==> src/hw/tws_pkg.sv <==
// constants and types of the two-wire temperature sensor slave
//
// Contract
// - both lines released high means bus idle
// - SDA falling while SCL high starts transaction
// - SDA rising while SCL high is stop
// - any byte count between start and stop
// - addressed receiver acknowledges in ninth clock slot
// - acknowledge holds SDA low through clock high
// - all sensors acknowledge the broadcast byte
// - broadcast read gives up to eight slots
// - low three address bits fixed by variant
// - rate field 00..11 gives 0.25/1/4/8 per second
// - conversion about 26 ms, idle until period
// - temperature byte, one step per degree
package tws_pkg;

  // ****************************************************
  // timing
  // ****************************************************
  localparam int unsigned CLK_MHZ      = 100;
  localparam int unsigned CONV_TIME_US = 26000;
  localparam int unsigned TIMEOUT_US   = 30000;
  localparam int unsigned CONV_CYC     = CONV_TIME_US * CLK_MHZ;
  localparam int unsigned TIMEOUT_CYC  = TIMEOUT_US * CLK_MHZ;
  // conversion periods in ms for rate codes 00..11, scalars for tool reach
  localparam int unsigned PERIOD_MS_0  = 4000;
  localparam int unsigned PERIOD_MS_1  = 1000;
  localparam int unsigned PERIOD_MS_2  = 250;
  localparam int unsigned PERIOD_MS_3  = 125;
  localparam logic [3:0][31:0] PERIOD_CYC = {
    32'(PERIOD_MS_3 * 1000 * CLK_MHZ), 32'(PERIOD_MS_2 * 1000 * CLK_MHZ),
    32'(PERIOD_MS_1 * 1000 * CLK_MHZ), 32'(PERIOD_MS_0 * 1000 * CLK_MHZ)};

  // ****************************************************
  // addressing and register layout
  // ****************************************************
  localparam logic [3:0] DEV_ADDR_HI            = 4'h9; // arbitrary value
  localparam logic [6:0] BROADCAST_GROUP_ACCESS = 7'h00;
  localparam logic [7:0] PTR_TEMP               = 8'h00;
  localparam logic [7:0] PTR_CFG                = 8'h01;
  localparam int unsigned RATE_SELECT_HIGH_BIT  = 6;
  localparam int unsigned RATE_SELECT_LOW_BIT   = 5;
  localparam logic [1:0] RATE_RESET             = 2'h0;
  localparam logic [3:0] SLOT_MAX               = 4'h8;

  // ****************************************************
  // link states
  // ****************************************************
  typedef enum logic [6:0] {
    ST_IDLE = 7'h01,
    ST_ADDR = 7'h02,
    ST_AACK = 7'h04,
    ST_RX   = 7'h08,
    ST_RACK = 7'h10,
    ST_TX   = 7'h20,
    ST_TACK = 7'h40
  } tws_state_e;

endpackage : tws_pkg

==> src/hw/tws_conv.sv <==
// conversion timebase and result holder
`timescale 1ns/10ps
`default_nettype none
module tws_conv
  import tws_pkg::*;
#(
  parameter int unsigned      CONV_CYCLES  = CONV_CYC,
  parameter logic [3:0][31:0] PERIOD_CYCLES = PERIOD_CYC
)
(
  // clock and reset
  input  wire logic       clk,
  input  wire logic       reset_n,
  // control and front end
  input  wire logic [1:0] rate,
  input  wire logic [7:0] tempIn,
  // results
  output logic            measureOn,
  output logic [7:0]      tempOut
);
  logic [31:0] cnt_r;
  logic [31:0] cnt_nxt;
  logic [7:0]  temp_r;
  logic [7:0]  temp_nxt;

  // period length for a rate code
  function automatic logic [31:0] periodOf(input logic [1:0] r);
    periodOf = PERIOD_CYCLES[r];
  endfunction : periodOf

  // ****************************************************
  // convert first, then power down until period ends
  // ****************************************************
  always_comb
  begin
    cnt_nxt  = cnt_r + 32'h0000_0001;
    temp_nxt = temp_r;
    if (cnt_r == 32'(CONV_CYCLES - 1))
      temp_nxt = tempIn;
    if (cnt_r >= periodOf(rate) - 32'h0000_0001)
      cnt_nxt = 32'h0000_0000;
  end

  always_ff @(posedge clk or negedge reset_n)
  begin
    if (!reset_n)
    begin
      cnt_r  <= 32'h0000_0000;
      temp_r <= 8'h00;
    end
    else
    begin
      cnt_r  <= cnt_nxt;
      temp_r <= temp_nxt;
    end
  end

  assign measureOn = cnt_r < 32'(CONV_CYCLES);
  assign tempOut   = temp_r;

  // measuring phase ends exactly at the conversion length
  property p_conv_len;
    @(posedge clk) disable iff (!reset_n)
    $fell(measureOn) |-> $past(cnt_r) == 32'(CONV_CYCLES - 1);
  endproperty
  a_conv_len: assert property (p_conv_len)
    else $error("conversion length wrong");

endmodule : tws_conv
`default_nettype wire

==> src/hw/tws_pin_sync.sv <==
// pin synchroniser and bus condition detector
`timescale 1ns/10ps
`default_nettype none
module tws_pin_sync
  import tws_pkg::*;
(
  // clock and reset
  input  wire logic clk,
  input  wire logic reset_n,
  // pins
  input  wire logic sclIn,
  input  wire logic sdaIn,
  // detected levels and events
  output logic      sclLvl,
  output logic      sdaLvl,
  output logic      sclRise,
  output logic      sclFall,
  output logic      startDet,
  output logic      stopDet
);
  logic [1:0] pin;
  logic [1:0] s1_r;
  logic [1:0] s2_r;
  logic [1:0] s3_r;

  assign pin = {sclIn, sdaIn};

  // ****************************************************
  // two flops per pin, then a history stage
  // ****************************************************
  for (genvar i = 0; i < 2; i++)
  begin : g_sync
    always_ff @(posedge clk or negedge reset_n)
    begin
      if (!reset_n)
      begin
        s1_r[i] <= 1'b1;
        s2_r[i] <= 1'b1;
        s3_r[i] <= 1'b1;
      end
      else
      begin
        s1_r[i] <= pin[i];
        s2_r[i] <= s1_r[i];
        s3_r[i] <= s2_r[i];
      end
    end
  end

  // edges and bus conditions from the synced copies
  assign sclLvl   = s2_r[1];
  assign sdaLvl   = s2_r[0];
  assign sclRise  = s2_r[1] & ~s3_r[1];
  assign sclFall  = ~s2_r[1] & s3_r[1];
  assign startDet = s2_r[1] & s3_r[1] & ~s2_r[0] & s3_r[0];
  assign stopDet  = s2_r[1] & s3_r[1] & s2_r[0] & ~s3_r[0];

endmodule : tws_pin_sync
`default_nettype wire

==> src/hw/tws_slave.sv <==
// two-wire slave of the temperature sensor, top level
`timescale 1ns/10ps
`default_nettype none
module tws_slave
#(
  parameter logic [2:0]       VARIANT_ADDR  = 3'h0,
  parameter int unsigned      CONV_CYCLES   = tws_pkg::CONV_CYC,
  parameter int unsigned      TIMEOUT_CYCLES = tws_pkg::TIMEOUT_CYC,
  parameter logic [3:0][31:0] PERIOD_CYCLES = tws_pkg::PERIOD_CYC
)
(
  // clock and reset
  input  wire logic       clk,
  input  wire logic       reset_n,
  // two-wire pins
  input  wire logic       sclIn,
  input  wire logic       sdaIn,
  output logic            sdaOut,
  output logic            sdaOe,
  // measurement front end
  input  wire logic [7:0] tempIn,
  output logic            measureOn,
  output logic [7:0]      tempValue,
  output logic [1:0]      rateSel
);
  import tws_pkg::*;

  // ****************************************************
  // declarations
  // ****************************************************
  logic       sclLvl;
  logic       sdaLvl;
  logic       sclRise;
  logic       sclFall;
  logic       startDet;
  logic       stopDet;
  logic       variantAddrBitZero;
  logic       variantAddrBitOne;
  logic       variantAddrBitTwo;
  logic [6:0] ownAddr;
  logic       tmoHit;

  tws_state_e  state_r;
  tws_state_e  state_nxt;
  logic [3:0]  bitCnt_r;
  logic [3:0]  bitCnt_nxt;
  logic [7:0]  shift_r;
  logic [7:0]  shift_nxt;
  logic        rw_r;
  logic        rw_nxt;
  logic        bcast_r;
  logic        bcast_nxt;
  logic        gotPtr_r;
  logic        gotPtr_nxt;
  logic [7:0]  ptr_r;
  logic [7:0]  ptr_nxt;
  logic [1:0]  rate_r;
  logic [1:0]  rate_nxt;
  logic [3:0]  slot_r;
  logic [3:0]  slot_nxt;
  logic [7:0]  txSh_r;
  logic [7:0]  txSh_nxt;
  logic        acked_r;
  logic        acked_nxt;
  logic        sdaOe_r;
  logic        sdaOe_nxt;
  logic [31:0] tmo_r;
  logic [31:0] tmo_nxt;

  // fixed low address bits of this variant
  assign variantAddrBitZero = VARIANT_ADDR[0];
  assign variantAddrBitOne  = VARIANT_ADDR[1];
  assign variantAddrBitTwo  = VARIANT_ADDR[2];
  assign ownAddr = {DEV_ADDR_HI, variantAddrBitTwo, variantAddrBitOne,
                    variantAddrBitZero};

  // byte returned for the current pointer
  function automatic logic [7:0] readByte(input logic [7:0] p, input logic [1:0] r,
                                          input logic [7:0] t);
    readByte = t;
    if (p == PTR_CFG)
    begin
      readByte = 8'h00;
      readByte[RATE_SELECT_HIGH_BIT] = r[1];
      readByte[RATE_SELECT_LOW_BIT]  = r[0];
    end
  endfunction : readByte

  // whether this sensor owns the current read slot
  function automatic logic ownsSlot(input logic b, input logic [3:0] s);
    ownsSlot = !b || (s == {1'b0, VARIANT_ADDR});
  endfunction : ownsSlot

  // ****************************************************
  // submodules
  // ****************************************************
  tws_pin_sync u_sync (
    .clk      (clk),
    .reset_n  (reset_n),
    .sclIn    (sclIn),
    .sdaIn    (sdaIn),
    .sclLvl   (sclLvl),
    .sdaLvl   (sdaLvl),
    .sclRise  (sclRise),
    .sclFall  (sclFall),
    .startDet (startDet),
    .stopDet  (stopDet)
  );

  tws_conv #(
    .CONV_CYCLES   (CONV_CYCLES),
    .PERIOD_CYCLES (PERIOD_CYCLES)
  ) u_conv (
    .clk       (clk),
    .reset_n   (reset_n),
    .rate      (rate_r),
    .tempIn    (tempIn),
    .measureOn (measureOn),
    .tempOut   (tempValue)
  );

  // ****************************************************
  // link state machine
  // ****************************************************
  assign tmoHit = (state_r != ST_IDLE) && (tmo_r >= 32'(TIMEOUT_CYCLES - 1));

  always_comb
  begin
    state_nxt  = state_r;
    bitCnt_nxt = bitCnt_r;
    shift_nxt  = shift_r;
    rw_nxt     = rw_r;
    bcast_nxt  = bcast_r;
    gotPtr_nxt = gotPtr_r;
    ptr_nxt    = ptr_r;
    rate_nxt   = rate_r;
    slot_nxt   = slot_r;
    txSh_nxt   = txSh_r;
    acked_nxt  = acked_r;
    if (stopDet || tmoHit)
      state_nxt = ST_IDLE;
    else if (startDet)
    begin
      state_nxt  = ST_ADDR;
      bitCnt_nxt = 4'h0;
      gotPtr_nxt = 1'b0;
    end
    else
    begin
      unique case (state_r)
        ST_IDLE: ;
        ST_ADDR:
        begin
          if (sclRise)
          begin
            shift_nxt  = {shift_r[6:0], sdaLvl};
            bitCnt_nxt = bitCnt_r + 4'h1;
          end
          else if (sclFall && bitCnt_r == 4'h8)
          begin
            rw_nxt    = shift_r[0];
            bcast_nxt = shift_r[7:1] == BROADCAST_GROUP_ACCESS;
            slot_nxt  = 4'h0;
            if (shift_r[7:1] == ownAddr || shift_r[7:1] == BROADCAST_GROUP_ACCESS)
              state_nxt = ST_AACK;
            else
              state_nxt = ST_IDLE;
          end
        end
        ST_AACK:
        begin
          if (sclFall)
          begin
            bitCnt_nxt = 4'h0;
            if (rw_r)
            begin
              state_nxt = ST_TX;
              txSh_nxt  = readByte(ptr_r, rate_r, tempValue);
            end
            else
              state_nxt = ST_RX;
          end
        end
        ST_RX:
        begin
          if (sclRise)
          begin
            shift_nxt  = {shift_r[6:0], sdaLvl};
            bitCnt_nxt = bitCnt_r + 4'h1;
          end
          else if (sclFall && bitCnt_r == 4'h8)
          begin
            state_nxt = ST_RACK;
            if (!gotPtr_r)
            begin
              ptr_nxt    = shift_r;
              gotPtr_nxt = 1'b1;
            end
            else if (ptr_r == PTR_CFG)
              rate_nxt = {shift_r[RATE_SELECT_HIGH_BIT],
                          shift_r[RATE_SELECT_LOW_BIT]};
          end
        end
        ST_RACK:
        begin
          if (sclFall)
          begin
            state_nxt  = ST_RX;
            bitCnt_nxt = 4'h0;
          end
        end
        ST_TX:
        begin
          if (sclRise)
            bitCnt_nxt = bitCnt_r + 4'h1;
          else if (sclFall && bitCnt_r == 4'h8)
            state_nxt = ST_TACK;
          else if (sclFall)
            txSh_nxt = {txSh_r[6:0], 1'b1};
        end
        ST_TACK:
        begin
          if (sclRise)
            acked_nxt = !sdaLvl;
          else if (sclFall)
          begin
            bitCnt_nxt = 4'h0;
            if (acked_r)
            begin
              state_nxt = ST_TX;
              txSh_nxt  = readByte(ptr_r, rate_r, tempValue);
              if (slot_r != 4'hF)
                slot_nxt = slot_r + 4'h1;
            end
            else
              state_nxt = ST_IDLE;
          end
        end
      endcase
    end
    // open-drain drive: only low bits, acks, own slot
    sdaOe_nxt = (state_nxt == ST_AACK) || (state_nxt == ST_RACK) ||
                ((state_nxt == ST_TX) && ownsSlot(bcast_nxt, slot_nxt) && !txSh_nxt[7]);
    // inactivity timer restarts on any SCL edge, start or stop, and is held at zero while idle
    if (state_r == ST_IDLE || sclRise || sclFall || startDet || stopDet)
      tmo_nxt = 32'h0000_0000;
    else
      tmo_nxt = tmo_r + 32'h0000_0001;
  end

  always_ff @(posedge clk or negedge reset_n)
  begin
    if (!reset_n)
    begin
      state_r  <= ST_IDLE;
      bitCnt_r <= 4'h0;
      shift_r  <= 8'h00;
      rw_r     <= 1'b0;
      bcast_r  <= 1'b0;
      gotPtr_r <= 1'b0;
      ptr_r    <= PTR_TEMP;
      rate_r   <= RATE_RESET;
      slot_r   <= 4'h0;
      txSh_r   <= 8'hFF;
      acked_r  <= 1'b0;
      sdaOe_r  <= 1'b0;
      tmo_r    <= 32'h0000_0000;
    end
    else
    begin
      state_r  <= state_nxt;
      bitCnt_r <= bitCnt_nxt;
      shift_r  <= shift_nxt;
      rw_r     <= rw_nxt;
      bcast_r  <= bcast_nxt;
      gotPtr_r <= gotPtr_nxt;
      ptr_r    <= ptr_nxt;
      rate_r   <= rate_nxt;
      slot_r   <= slot_nxt;
      txSh_r   <= txSh_nxt;
      acked_r  <= acked_nxt;
      sdaOe_r  <= sdaOe_nxt;
      tmo_r    <= tmo_nxt;
    end
  end

  // pin drive is always low when enabled
  assign sdaOut  = 1'b0;
  assign sdaOe   = sdaOe_r;
  assign rateSel = rate_r;

  // ****************************************************
  // assertions
  // ****************************************************
  property p_idle_release;
    @(posedge clk) disable iff (!reset_n)
    (state_r == ST_IDLE) |-> !sdaOe;
  endproperty
  a_idle_release: assert property (p_idle_release)
    else $error("sda driven while idle");

  property p_start_addr;
    @(posedge clk) disable iff (!reset_n)
    (startDet && !stopDet && !tmoHit) |=> (state_r == ST_ADDR) && bitCnt_r == 4'h0;
  endproperty
  a_start_addr: assert property (p_start_addr)
    else $error("start not taken");

  property p_stop_idle;
    @(posedge clk) disable iff (!reset_n)
    stopDet |=> (state_r == ST_IDLE) ##1 !sdaOe;
  endproperty
  a_stop_idle: assert property (p_stop_idle)
    else $error("stop not taken");

  property p_ack_hold;
    @(posedge clk) disable iff (!reset_n)
    (state_r == ST_RACK && sclRise) |-> sdaOe throughout (sclLvl [*2]);
  endproperty
  a_ack_hold: assert property (p_ack_hold)
    else $error("ack not held low");

  property p_rx_ack;
    @(posedge clk) disable iff (!reset_n)
    (state_r == ST_RX && sclFall && bitCnt_r == 4'h8 && !startDet && !stopDet && !tmoHit)
      |=> (state_r == ST_RACK) && sdaOe;
  endproperty
  a_rx_ack: assert property (p_rx_ack)
    else $error("received byte not acknowledged");

  property p_nack_release;
    @(posedge clk) disable iff (!reset_n)
    (state_r == ST_TACK && sclFall && !acked_r && !startDet) |=> !sdaOe && state_r == ST_IDLE;
  endproperty
  a_nack_release: assert property (p_nack_release)
    else $error("data driven after nack");

  property p_bcast_ack;
    @(posedge clk) disable iff (!reset_n)
    (state_r == ST_ADDR && sclFall && bitCnt_r == 4'h8 && !startDet && !stopDet && !tmoHit &&
     shift_r[7:1] == BROADCAST_GROUP_ACCESS) |=> sdaOe ##1 bcast_r;
  endproperty
  a_bcast_ack: assert property (p_bcast_ack)
    else $error("broadcast byte not acknowledged");

  property p_slot_quiet;
    @(posedge clk) disable iff (!reset_n)
    (state_r == ST_TX && bcast_r && slot_r != {1'b0, VARIANT_ADDR}) |-> !sdaOe;
  endproperty
  a_slot_quiet: assert property (p_slot_quiet)
    else $error("drove sda in foreign slot");

  property p_addr_match;
    @(posedge clk) disable iff (!reset_n)
    $rose(state_r == ST_AACK) |-> (shift_r[7:1] == ownAddr) || bcast_r;
  endproperty
  a_addr_match: assert property (p_addr_match)
    else $error("acknowledged foreign address");

  property p_rate_reset;
    @(posedge clk) $rose(reset_n) |-> rate_r == RATE_RESET;
  endproperty
  a_rate_reset: assert property (p_rate_reset)
    else $error("rate not at reset value");

  property p_timeout;
    @(posedge clk) disable iff (!reset_n)
    tmoHit |=> (state_r == ST_IDLE) ##1 !sdaOe;
  endproperty
  a_timeout: assert property (p_timeout)
    else $error("timeout did not release bus");

endmodule : tws_slave
`default_nettype wire

==> config.mk <==
export PLATFORM = sky130hd
export DESIGN_NAME = tws_slave
export DESIGN_NICKNAME = d
export VERILOG_FILES = /design/src/hw/tws_pkg.sv /design/src/hw/tws_conv.sv /design/src/hw/tws_pin_sync.sv /design/src/hw/tws_slave.sv
export SDC_FILE = /design/constraint.sdc
export NUM_CORES = 1
export LEC_CHECK = 0
export ABC_AREA = 1
export BUFFER_PORTS_ARGS = -buffer_cell sky130_fd_sc_hd__buf_2
export CORE_AREA = 2 2 161 163
export DETAILED_ROUTE_END_ITERATION = 10
export DIE_AREA = 0 0 163 165
export PLACE_DENSITY = 0.51
export SLEW_MARGIN = 15
export SYNTH_ARGS = -nofsm -noshare
export SYNTH_HDL_FRONTEND = slang
export SYNTH_HIERARCHICAL = 1
export SYNTH_SLANG_ARGS = --single-unit
==> constraint.sdc <==
create_clock -name clk -period 5.83 [get_ports clk]
set_clock_uncertainty 0.15 [all_clocks]
set_input_delay 1.166 -clock clk [delete_from_list [all_inputs] [get_ports clk]]
set_output_delay 1.166 -clock clk [all_outputs]
set_load 0.03 [all_outputs]
# Word-level counts from Yosys, hierarchy flattened
# Cells that the tools add are included.
word_totals:
  reg_bits: 124
  inputBits: 12
  elab_cells: 161
op_classes:
  add_sub_neg: 5
  n_lt_le_gt_ge: 4
  eq_ne: 27
  n_mux: 55
  bitwise_logic: 15
  n_reduce_logical: 33
ops:
  columns: ["operator", "count"]
  rows:
  - ["$mux W32", 3]
  - ["$mux W8", 11]
  - ["$mux W7", 12]
  - ["$add A32 B1 Y32 const B", 2]
  - ["$bmux W32 S2", 1]
  - ["$mux W4", 12]
  - ["$pmux W7 S6", 1]
  - ["$eq A32 B22 Y1 const B", 1]
  - ["$ge A32 B22 Y1 const B", 1]
  - ["$ge A32 B32 Y1", 1]
  - ["$lt A32 B22 Y1 const B", 1]
  - ["$sub A32 B1 Y32 const B", 1]
  - ["$pmux W8 S3", 1]
  - ["$ne A2 B2 Y1 const B", 8]
  - ["$reduce_and A4 Y1", 4]
  - ["$eq A7 B3 Y1 const B", 2]
  - ["$eq A7 B5 Y1 const B", 2]
  - ["$eq A7 B6 Y1 const B", 2]
  - ["$eq A7 B7 Y1 const B", 2]
  - ["$mux W6", 2]
  - ["$pmux W4 S3", 1]
  - ["$reduce_and A11 Y1", 1]
  - ["$logic_or A1 B1 Y1", 9]
  - ["$mux W1", 9]
  - ["28 further kinds", 49]

# Longest topological paths before layout
depth:
  word_depth: 13
  ltp_mapped: 21
  mapped_depth_nobuf: 20

# By module
# Netlist, hierarchy kept.
modules_own_cells:
  columns: ["module", "instances", "cells_each", "area_per_inst_um2", "seq_area_each_um2"]
  rows:
  - ["tws_slave", 1, 674, 5027.3, 1963.1]
  - ["tws_conv", 1, 406, 2912.8, 1001.0]
  - ["tws_pin_sync", 1, 17, 198.9, 157.7]

# Worst setup path after synthesis
# No wires, ideal clock.
synth_path:
  kind: "register to output"
  startpoint: "register u_conv.cnt_r[23]"
  endpoint: "output measureOn"
  arrival_ns: 1.334
  required_ns: 4.514
  setup_slack_ns: 3.180
  stages_incl_launch_ff: 5
  n_path_buf: 0
  path_cell_list: "dfrtp_1 nor2_1 nand3_1 nor3_4 a21oi_1"
synth_via:
  elab_chain_len: 1
synth_rtl:
  columns: ["item", "line_no", "text"]
  rows:
  - ["start: declaration", "tws_conv.sv:21", "logic [31:0] cnt_r;"]
  - ["start signal: assignment", "tws_conv.sv:53", "cnt_r <= cnt_nxt;"]
  - ["$lt A32 B22 Y1", "tws_conv.sv:58", "assign measureOn = cnt_r < 32'(CONV_CYCLES);"]
  - ["end: declaration", "tws_slave.sv:22", "output logic measureOn,"]
# No other way between the ends.

# Final worst setup path
layout_path:
  startpoint: "register u_conv.cnt_r[22]"
  endpoint: "output measureOn"
# The elaborated chain is that of the path after synthesis.

==> flow_summary.yaml <==
logic_synthesis:
  netlist_area_um2: 8140
  syn-mean-instance-area_um2: 7.42
  synthCells: 1097
  synth_top_area_cell: "dfrtp_1"
  synth_edf_count: 0
  async_flop_share_pct: 100
  yosys-top-cells-area: "dfrtp_1 34%, nand2_1 13%, nor2_1 8.1%, inv_1 5.4%, nand3_1 5.0%"
  yosysSeqAreaShare_pct: 38.4
  ys_warn_count: 6
  synth.top_cell.area_share_pct: 33.5
  yosysUniqueCellTypes: 54
  synth_flop_cell: "dfrtp_1"
  ys_seq_elements: 124
power:
  power.density_nw_per_um2: 294
  cellLeakagePower_nw: 4.25
  power_mw: 2.70
  irDropWorstVdd_uv: 164
critical_path:
  rrSetupSlack_ns: 2.95
  reg2reg_depth: 19
  arrival_ns: 2.04
  start_kind: "flop"
  crit_type: "flop to output port"
  end_kind: "output port"
  r2r-start: "u_sync/sclLvl$_DFF_PN1_"
  crit_fanout: 10
  critical_path_required_ns: 4.51
  rr_endpoint: "sdaOe$_DFF_PN0_"
clock_tree:
  ctsRootBufferMaster: "clkbuf_16"
  postCtsHoldBufs: 0
  cts_max_level: 4
  tritoncts: "done"
  clock-sinks: 124
  cts_buffer_depth: 2
  cts_resized: 0
  cts_buffers: 17
  path_clk_slew_ns: 0.06
  post-cts-setup-buffers: 0
  clk_latency_ns: 0.42
die:
  coreArea_um2: 25000
  io_pins: 25
  rows: 58
  die_h_um: 165
  fp.dieArea_um2: 26900
  die_w_um: 163
  start_util_pct: 32.5
routing:
  drcViolationCount: 0
  routed_wl_um: 20800
  via_per_inst: 4.74
  dr.pass1.iters: 5
  drt_iter0_markers: 363
  final_antenna_net_count: 0
  wl_per_cell_um: 14.1
  vias: 6991
place:
  place_area_um2: 8620
  portBuffers: 23
  place_inst: 1442
  gp_congestion: 0.915
  dp_slack_ns: 2.91
  dp_hpwl_um: 15600
cells_and_area:
  design_area_um2: 9180
  final_cell_mix: "279 x nand2_1, 176 x nor2_1, 118 x inv_1, 109 x dfrtp_1, 82 x nand3_1"
  final_cells: 1475
  syn2layout_area_growth_pct: 12.8
  nFillCells: 2646
  drive_above_1_share_pct: 14.7
  final_common_cell: "nand2_1"
  utilization_pct: 36.7
  nets: 1175
worst_hold_path:
  worstHoldPathCells: 0
  hp-class: "flop to flop"
  hold_end: "u_sync/sdaLvl$_DFF_PN1_"
  hold_path.startpoint: "u_sync/s1_r[0]$_DFF_PN1_"
sta:
  setup_tns_ns: 0
  whs_ns: 0.205
  rsz0062_at_grt: "no"
  worst_slack_ns: 2.48
  setup_viol: 0
  drv_slew: 0
  hold_viol: 0
  fmax_mhz: 298
  period_share_pct: 57.5
  fin_crit_ns: 3.35
  worst_slew_pin_slew_ns: 0.905
  slew_headroom_pct: 39.4
global_route:
  use_met2_pct: 25.8
  met3_usage_pct: 3.21
  grt_pass1_wl_um: 34500
  track_usage_pct: 16.5
  grtUsageMet1_pct: 22.2
  grt_antenna_before_repair: 1
  grt_max_degree: 88
  grt_pass1_vias: 6715
  top_usage_layer: "met2"
  overflow: 0
status:
  status: "finished, final reports clean"
job:
  maxCapViolCount: 0
==> worst max path at each step <==
stage / from / endpoint
6_report: u_conv/cnt_r[22]$_DFF_PN0_ / measureOn
4_1_cts: u_conv/cnt_r[22]$_DFF_PN0_ / measureOn
5_1_grt: u_conv/cnt_r[17]$_DFF_PN0_ / measureOn
3_5_place_dp: u_conv/cnt_r[17]$_DFF_PN0_ / measureOn
2_1_floorplan: u_conv/cnt_r[23]$_DFF_PN0_ / measureOn
3_3_place_gp: u_conv/cnt_r[17]$_DFF_PN0_ / measureOn
==> power breakdown <==
part	switching, mW	internal [mW]	leakage (nW)
combinational	0.451	0.204	2.36
sequential	0.0657	0.949	1.61
clock	0.385	0.650	0.271
total	0.902	1.80	4.25
==> layer usage <==
layer	up-vias	wire length, µm
met3	37	873
met2	157	9240
met4	0	580
li1	3597	-
met1	3200	10100
met5	-	0
==> final cells by class <==
class	count	area (µm²)	area share, %
antenna	1	2.50	0.0272
clock buffer	25	475	5.18
clock inverter	7	90.1	0.981
inverter	143	552	6.01
multi-input combinational	819	4390	47.8
sequential	124	3120	34.0
tap	330	413	4.50
timing repair buffer	26	144	1.57
==> synthesized netlist by cell type (12+ instances only) <==
cell type and n:
ha_1 32, nand2_1 279, nor2_1 176, inv_1 118, o21ai_0 27, nand4_1 25, o21ai_1 12, nand2_2 15
xor2_1 16, nand3_1 82, dfrtp_1 109, nor3_1 22, inv_2 21, dfstp_2 15, a21oi_1 29
==> critical path, stage by stage (launching register included) <==
cell	delay, ns
dfrtp_1	0.45
nor2_1	0.16
nand3_1	0.14
nor3_4	0.50
a21oi_1	0.15
buf_2	0.21
==> sequential cells by signal (all words and copies together), names as in the netlist, 2 cells and up <==
name,cells
u_sync/s1_r,2
bitCnt_r,4
u_conv/tempOut,8
slot_r,4
u_sync/s3_r,2
tmo_r,32
state_r,7
rateSel,2
txSh_r,8
shift_r,8
u_conv/cnt_r,32
ptr_r,8
==> kinds of logic after synthesis <==
| logic type | count (synthesis) | synth area share (%) |
|---|---|---|
| xor+xnor | 24 | 2.58 |
| flops | 124 | 38.4 |
| simple gates | 660 | 38.7 |
| buf+inv | 156 | 7.86 |
| other cells | 2 | 0.0923 |
| compound gates | 99 | 7.47 |
| fa+ha+maj | 32 | 4.92 |
Power figures use the tool's default switching activity.
